--- src/include/bbr_regs.vh ---
// address map and encoding constants for the bit-band alias remapper
`ifndef BBR_REGS_VH
`define BBR_REGS_VH

// region bases
`define BBR_SRAM_ALIAS_BASE   32'h22000000
`define BBR_SRAM_BAND_BASE    32'h20000000
`define BBR_PERI_ALIAS_BASE   32'h42000000
`define BBR_PERI_BAND_BASE    32'h40000000

// alias windows are 32 MB: compare address bits 31:25
`define BBR_ALIAS_HI          31
`define BBR_ALIAS_LO          25
// bit-band regions are 1 MB: byte offset is 20 bits
`define BBR_BAND_OFS_W        20

// alias offset layout: byte offset times 32 plus bit number times 4
`define BBR_BYTE_OFS_HI       24
`define BBR_BYTE_OFS_LO       5
`define BBR_BITNUM_HI         4
`define BBR_BITNUM_LO         2

// access size encoding
`define BBR_SIZE_BYTE         2'h0
`define BBR_SIZE_HALF         2'h1
`define BBR_SIZE_WORD         2'h2

`endif

--- src/bbr_lane.v ---
// byte lane helper: extracts or merges one bit of a little-endian bus word
`timescale 1ns/1ps
`default_nettype none

module bbr_lane (
  // addressed bit
  input  wire [1:0]  byte_lane,
  input  wire [2:0]  bit_num,
  // data
  input  wire [31:0] rd_word,
  input  wire        new_bit,
  // results
  output wire        old_bit,
  output wire [31:0] merged_word
);

  wire [4:0]  bit_pos;
  wire [31:0] bit_mask;

  // lowest byte address carries the least significant byte
  assign bit_pos     = {byte_lane, bit_num};
  assign bit_mask    = 32'h00000001 << bit_pos;
  assign old_bit     = rd_word[bit_pos];
  assign merged_word = new_bit ? (rd_word | bit_mask) : (rd_word & ~bit_mask);

endmodule

`default_nettype wire

--- src/bbr_remap.v ---
// bit-band alias remapper between the core data bus and memory
`timescale 1ns/1ps
`default_nettype none
`include "bbr_regs.vh"

// Operation
// - data accesses in SRAM alias window map onto one SRAM bit-band bit
// - data accesses in peripheral alias window map onto one peripheral bit-band bit
// - alias offset equals byte offset times 32 plus bit number times 4
// - memory access keeps the master's size: word, halfword or byte
// - alias writes run as read, single bit change, write back
// - instruction fetches to SRAM alias window pass through unremapped
// - instruction fetches to peripheral alias window are refused with an error
// - bit 0 of written value sets or clears the target bit
// - upper written bits are ignored; 0x01 and 0xFF act alike
// - alias reads return zero or one according to the target bit
// - direct accesses to bit-band regions pass through unchanged
// - little-endian byte order: lowest address holds least significant byte
module bbr_remap (
  // clock and reset
  input  wire        sys_clk,
  input  wire        srst,
  // upstream request from the core
  input  wire        up_req,
  input  wire        up_write,
  input  wire        up_fetch,
  input  wire [1:0]  up_size,
  input  wire [31:0] up_addr,
  input  wire [31:0] up_wdata,
  // upstream answer
  output wire        up_ready,
  output reg  [31:0] up_rdata_r,
  output reg         up_done_r,
  output reg         up_err_r,
  // downstream request to memory
  output reg         mem_req_r,
  output reg         mem_write_r,
  output reg  [1:0]  mem_size_r,
  output reg  [31:0] mem_addr_r,
  output reg  [31:0] mem_wdata_r,
  output reg         mem_lock_r,
  // downstream answer
  input  wire        mem_ack,
  input  wire [31:0] mem_rdata
);

  //--------------------------------------------------------------------
  // states
  //--------------------------------------------------------------------
  localparam [2:0] ST_IDLE  = 3'h0;
  localparam [2:0] ST_PASS  = 3'h1;
  localparam [2:0] ST_ARD   = 3'h2;
  localparam [2:0] ST_AWR   = 3'h3;

  reg  [2:0]  state_r;
  reg  [2:0]  state_nxt;
  reg         alias_wr_r;
  reg  [1:0]  lane_r;
  reg  [2:0]  bitn_r;
  reg         newbit_r;

  //--------------------------------------------------------------------
  // address decode
  //--------------------------------------------------------------------

  // alias hit: top seven address bits match a window base
  function in_win;
    input [31:0] a;
    input [31:0] base;
    begin
      in_win = (a[`BBR_ALIAS_HI:`BBR_ALIAS_LO] == base[`BBR_ALIAS_HI:`BBR_ALIAS_LO]);
    end
  endfunction

  // band byte address from alias address: inverse of offset formula
  function [31:0] band_addr;
    input [31:0] a;
    input [31:0] base;
    begin
      band_addr = base | {12'h000, a[`BBR_BYTE_OFS_HI:`BBR_BYTE_OFS_LO]};
    end
  endfunction

  wire        hit_sram = in_win(up_addr, `BBR_SRAM_ALIAS_BASE);
  wire        hit_peri = in_win(up_addr, `BBR_PERI_ALIAS_BASE);
  wire [31:0] sram_band = band_addr(up_addr, `BBR_SRAM_BAND_BASE);
  wire [31:0] peri_band = band_addr(up_addr, `BBR_PERI_BAND_BASE);
  wire [31:0] tgt_byte  = hit_sram ? sram_band : peri_band;
  // fetches from the SRAM window are not remapped
  wire        do_alias  = (hit_sram & ~up_fetch) | (hit_peri & ~up_fetch);
  wire        do_refuse = hit_peri & up_fetch;
  // memory address keeps size alignment of the master's access
  reg  [31:0] tgt_aligned;

  always @* begin
    tgt_aligned = tgt_byte;
    if (up_size == `BBR_SIZE_WORD) begin
      tgt_aligned = {tgt_byte[31:2], 2'h0};
    end else if (up_size == `BBR_SIZE_HALF) begin
      tgt_aligned = {tgt_byte[31:1], 1'h0};
    end
  end

  //--------------------------------------------------------------------
  // bit extract and merge
  //--------------------------------------------------------------------
  wire        old_bit;
  wire [31:0] merged;

  bbr_lane u_lane (
    .byte_lane   (lane_r),
    .bit_num     (bitn_r),
    .rd_word     (mem_rdata),
    .new_bit     (newbit_r),
    .old_bit     (old_bit),
    .merged_word (merged)
  );

  assign up_ready = (state_r == ST_IDLE);

  //--------------------------------------------------------------------
  // control state machine
  //--------------------------------------------------------------------
  always @* begin
    state_nxt = state_r;
    case (state_r)
      ST_IDLE: begin
        if (up_req & ~do_refuse) begin
          state_nxt = do_alias ? ST_ARD : ST_PASS;
        end
      end
      ST_PASS: begin
        if (mem_ack) begin
          state_nxt = ST_IDLE;
        end
      end
      ST_ARD: begin
        if (mem_ack) begin
          state_nxt = alias_wr_r ? ST_AWR : ST_IDLE;
        end
      end
      ST_AWR: begin
        if (mem_ack) begin
          state_nxt = ST_IDLE;
        end
      end
      default: begin
        state_nxt = ST_IDLE;
      end
    endcase
  end

  // datapath registers
  always @(posedge sys_clk) begin
    if (srst) begin
      state_r     <= ST_IDLE;
      alias_wr_r  <= 1'b0;
      lane_r      <= 2'h0;
      bitn_r      <= 3'h0;
      newbit_r    <= 1'b0;
      up_rdata_r  <= 32'h00000000;
      up_done_r   <= 1'b0;
      up_err_r    <= 1'b0;
      mem_req_r   <= 1'b0;
      mem_write_r <= 1'b0;
      mem_size_r  <= `BBR_SIZE_WORD;
      mem_addr_r  <= 32'h00000000;
      mem_wdata_r <= 32'h00000000;
      mem_lock_r  <= 1'b0;
    end else begin
      state_r   <= state_nxt;
      up_done_r <= 1'b0;
      up_err_r  <= 1'b0;
      case (state_r)
        ST_IDLE: begin
          if (up_req & do_refuse) begin
            up_done_r <= 1'b1;
            up_err_r  <= 1'b1;
          end else if (up_req & do_alias) begin
            alias_wr_r  <= up_write;
            lane_r      <= tgt_byte[1:0];
            bitn_r      <= up_addr[`BBR_BITNUM_HI:`BBR_BITNUM_LO];
            newbit_r    <= up_wdata[0];
            mem_req_r   <= 1'b1;
            mem_write_r <= 1'b0;
            mem_size_r  <= up_size;
            mem_addr_r  <= tgt_aligned;
            mem_lock_r  <= up_write;
          end else if (up_req) begin
            mem_req_r   <= 1'b1;
            mem_write_r <= up_write;
            mem_size_r  <= up_size;
            mem_addr_r  <= up_addr;
            mem_wdata_r <= up_wdata;
          end
        end
        ST_PASS: begin
          if (mem_ack) begin
            mem_req_r  <= 1'b0;
            up_done_r  <= 1'b1;
            up_rdata_r <= mem_rdata;
          end
        end
        ST_ARD: begin
          if (mem_ack & alias_wr_r) begin
            mem_write_r <= 1'b1;
            mem_wdata_r <= merged;
          end else if (mem_ack) begin
            mem_req_r  <= 1'b0;
            up_done_r  <= 1'b1;
            up_rdata_r <= {31'h00000000, old_bit};
          end
        end
        ST_AWR: begin
          if (mem_ack) begin
            mem_req_r   <= 1'b0;
            mem_write_r <= 1'b0;
            mem_lock_r  <= 1'b0;
            up_done_r   <= 1'b1;
            up_rdata_r  <= 32'h00000000;
          end
        end
        default: begin
          mem_req_r <= 1'b0;
        end
      endcase
    end
  end

endmodule

`default_nettype wire

--- config.mk ---
export PLATFORM = sky130hd
export DESIGN_NAME = bbr_remap
export DESIGN_NICKNAME = d
export VERILOG_FILES = /design/src/bbr_lane.v /design/src/bbr_remap.v
export VERILOG_INCLUDE_DIRS = /design/src /design/src/include
export SDC_FILE = /design/constraint.sdc
export NUM_CORES = 1
export LEC_CHECK = 0
export BUFFER_PORTS_ARGS = -buffer_cell sky130_fd_sc_hd__buf_2
export CAP_MARGIN = 20
export CELL_PAD_IN_SITES_DETAIL_PLACEMENT = 0
export CELL_PAD_IN_SITES_GLOBAL_PLACEMENT = 1
export CORE_ASPECT_RATIO = 1.1
export CORE_MARGIN = 2
export CORE_UTILIZATION = 36
export CTS_CLUSTER_SIZE = 24
export DETAILED_ROUTE_END_ITERATION = 12
export PLACE_DENSITY = 0.9
export SKIP_CTS_REPAIR_TIMING = 1
export SLEW_MARGIN = 25
export SYNTH_ARGS = -nofsm -noshare
export SYNTH_HDL_FRONTEND = slang
export SYNTH_HIERARCHICAL = 1
export SYNTH_SLANG_ARGS = --single-unit
--- constraint.sdc ---
create_clock -name sys_clk -period 2.9 [get_ports sys_clk]
set_input_delay 0.725 -clock sys_clk [delete_from_list [all_inputs] [get_ports sys_clk]]
set_output_delay 0.725 -clock sys_clk [all_outputs]
set_load 0.1 [all_outputs]
==> reports/metrics.cfg <==
[worst_hold_path]
hp-start=mem_wdata_r[20]$_SDFFE_PP0P_
min_path_type=reg -> reg
worstHoldPathCells=2
holdPathEnd=mem_wdata_r[20]$_SDFFE_PP0P_

[yosys]
synthArstFlopShare_pct=0
synth_edf_count=0
seq_area_frac_synth_pct=39.9
ys_warn_count=6
synth_ff_type=dfxtp_1
syn-num-nets=721
yosys.cell_types.count=52
syn_inst=617
syn_area_um2=5610
ys_ff_latch=112
avgSynthCellArea_um2=9.10

[detailed_routing]
wl_per_cell_um=17.7
num_vias=5315
drt_iter0_drc=305
drcViolationCount=0
final_antenna_net_count=0
routed_wl_mm=17.7
detail_route.vias_per_cell=5.32
first_pass_iters=5

[floorplan]
io_pins=208
rows=47
dieWidth_um=123
die_h_um=135
initial_core_util_pct=37.0
core_area_um2=15200
die-area_um2=16600

[global_route]
grt_pass1_vias=4932
grt_pass1_wl_mm=26.9
overflow=0
grt_max_degree=61
antenna_found_initial=0
grt_usage_pct=20.9

[critical_path]
cp-end-kind=flop
required_ns=3.12
r2r_setup_slack_ns=0.53
arrival_ns=2.58
critPathMaxFanout=14
rr_startpoint=bitn_r[0]$_SDFFE_PP0P_
start_kind=flop
critical_path_class=reg -> reg
rr_worst_depth=6
r2r_end=mem_wdata_r[21]$_SDFFE_PP0P_

[sta]
setup_viol=0
slew_headroom_pct=38.9
rsz0062_at_grt=no
fin_worst_skew_ns=0.00996
fin_crit_sh_pct=81.6
fin_crit_ns=2.37
hold_violations=0
tns_ns=0
tightestPinTransition_ns=0.916
drv_slew=0
max_freq_mhz=423

[run]
drv_cap=0

[cells_and_area]
fillers=1495
layout_commonest_cell=buf_2
final_nets=902
diodes=0
final_cell_mix=buf_2 (207), dfxtp_1 (112), nand2_1 (71)
final_layout_size_suffix_gt1_share_pct=39.6
multi_input_area_um2=3000
fin_area_um2=7090
register_area_um2=2240
area_delta_synth_final_pct=26.4

[place]
post_dp_cell_area_um2=6830
portBuffers=207
dpl.hpwl_mm=13.1
gp_congestion=0.841

[pwr]
p_leak_nw=3.05
peakVddDrop_mv=0.298
power_density_nw_per_um2=608

[clock_network]
insertion_delay_ns=0.35
htreeDepth=3
clk_pin_slew_ns=0.08
cts_tree=yes
cts_buffer_depth=2
clock-sinks=112
root_buffer=clkbuf_16
cts_buffers=9

[outcome]
status=completed

-- where the power goes --
group / switching (mW) / internal, mW / leakage, nW
Combinational: 1.15 / 0.291 / 2.00
Clock: 0.572 / 0.583 / 0.130
Sequential: 0.0641 / 1.65 / 0.921
Total: 1.79 / 2.53 / 3.05
-- worst max-delay path, stage by stage (launching register included) --
cell      delay, ns
dfxtp_1        0.68
nor3b_1        0.56
nand3_1        0.17
mux2_2         0.32
mux2_2         0.26
a31oi_1        0.17
a211oi_1       0.07
-- area by class of cell --
cell class	instances	share of cell area [%]
clock buffers	11	3.28
clock inverters	5	0.441
inverters	36	1.90
multi-input cells	412	42.2
flip-flops and latches	112	31.6
well taps	196	3.46
repair buffers	227	17.1
-- logic make-up after synthesis --
| logic type | Yosys count | share of synthesized area, % |
|---|---|---|
| multiplexers | 78 | 17.0 |
| AO/OA/AOI/OAI | 177 | 22.1 |
| XOR/XNOR | 2 | 0.312 |
| buffers and inverters | 93 | 6.84 |
| AND/OR/NAND/NOR | 155 | 13.8 |
| flip-flops | 112 | 39.9 |
-- state kept, by name (all words and copies together), names as in the netlist, 2 cells and up --
| name | cells |
|---|---|
| bitn_r | 3 |
| mem_addr_r | 32 |
| lane_r | 2 |
| mem_wdata_r | 32 |
| mem_size_r | 2 |
| up_rdata_r | 32 |
| state_r | 2 |
-- cell usage after synthesis (all sizes together) (2+ instances only) --
cell type  number  area [µm²]
dfxtp         112        2240
nand2          71         267
mux2           64         721
a31oi          52         325
clkbuf         38         143
inv            36         135
a211oi         32         240
a22o           31         272
nor2           26        97.6
o21ai          22         114
buf            19         106
a21oi          16        80.1
nand3          10        50.1
o211ai          9        67.6
mux2i           8        80.1
nor3            8        45.0
nand3b          7        52.6
nor2b           7        43.8
mux4            6         154
nand2b          6        37.5
nor3b           4        46.3
a22oi           3        22.5
and3            3        18.8
nand4           3        18.8
a221oi          2        23.8
nor4b           2        17.5
o21a            2        15.0
or4b            2        20.0
-- worst max path at each step --
| stage | cells after the start | to | slack [ns] | start |
|---|---|---|---|---|
| floorplan | 5 | up_done_r$_SDFF_PP0_ | 0.28 | state_r[0]$_SDFFE_PP0P_ |
| global placement | 6 | bitn_r[2]$_SDFFE_PP0P_ | 0.40 | up_addr[26] |
| detailed placement | 6 | mem_addr_r[16]$_SDFFE_PP0P_ | 0.37 | up_addr[26] |
| CTS | 6 | up_rdata_r[0]$_SDFFE_PP0P_ | 0.56 | bitn_r[0]$_SDFFE_PP0P_ |
| global route | 7 | up_rdata_r[0]$_SDFFE_PP0P_ | 0.38 | bitn_r[0]$_SDFFE_PP0P_ |
| finish | 6 | mem_wdata_r[21]$_SDFFE_PP0P_ | 0.53 | bitn_r[0]$_SDFFE_PP0P_ |
-- through the flow --
stage	setup WS [ns]	utilization [%]	hold slack, ns	std cells	power (mW)
5_1_grt	0.378	46.8	0.468	999	4.48
3_3_place_gp	0.396	45.0	0.441	983	3.19
4_1_cts	0.563	46.8	0.457	999	4.35
3_5_place_dp	0.369	45.0	0.441	983	3.19
2_1_floorplan	0.275	-	0.473	617	2.88
6_report	0.534	46.8	0.453	999	4.31
-- per-layer routing --
layer	up-vias	wire length [µm]	global-route usage, %
met3	28	807	2.70
li1	2607	-	-
met1	2507	8140	29.4
met5	-	0	0
met4	0	403	8.33
met2	173	8340	32.4
Note: power is estimated with default switching activity, not from simulation.
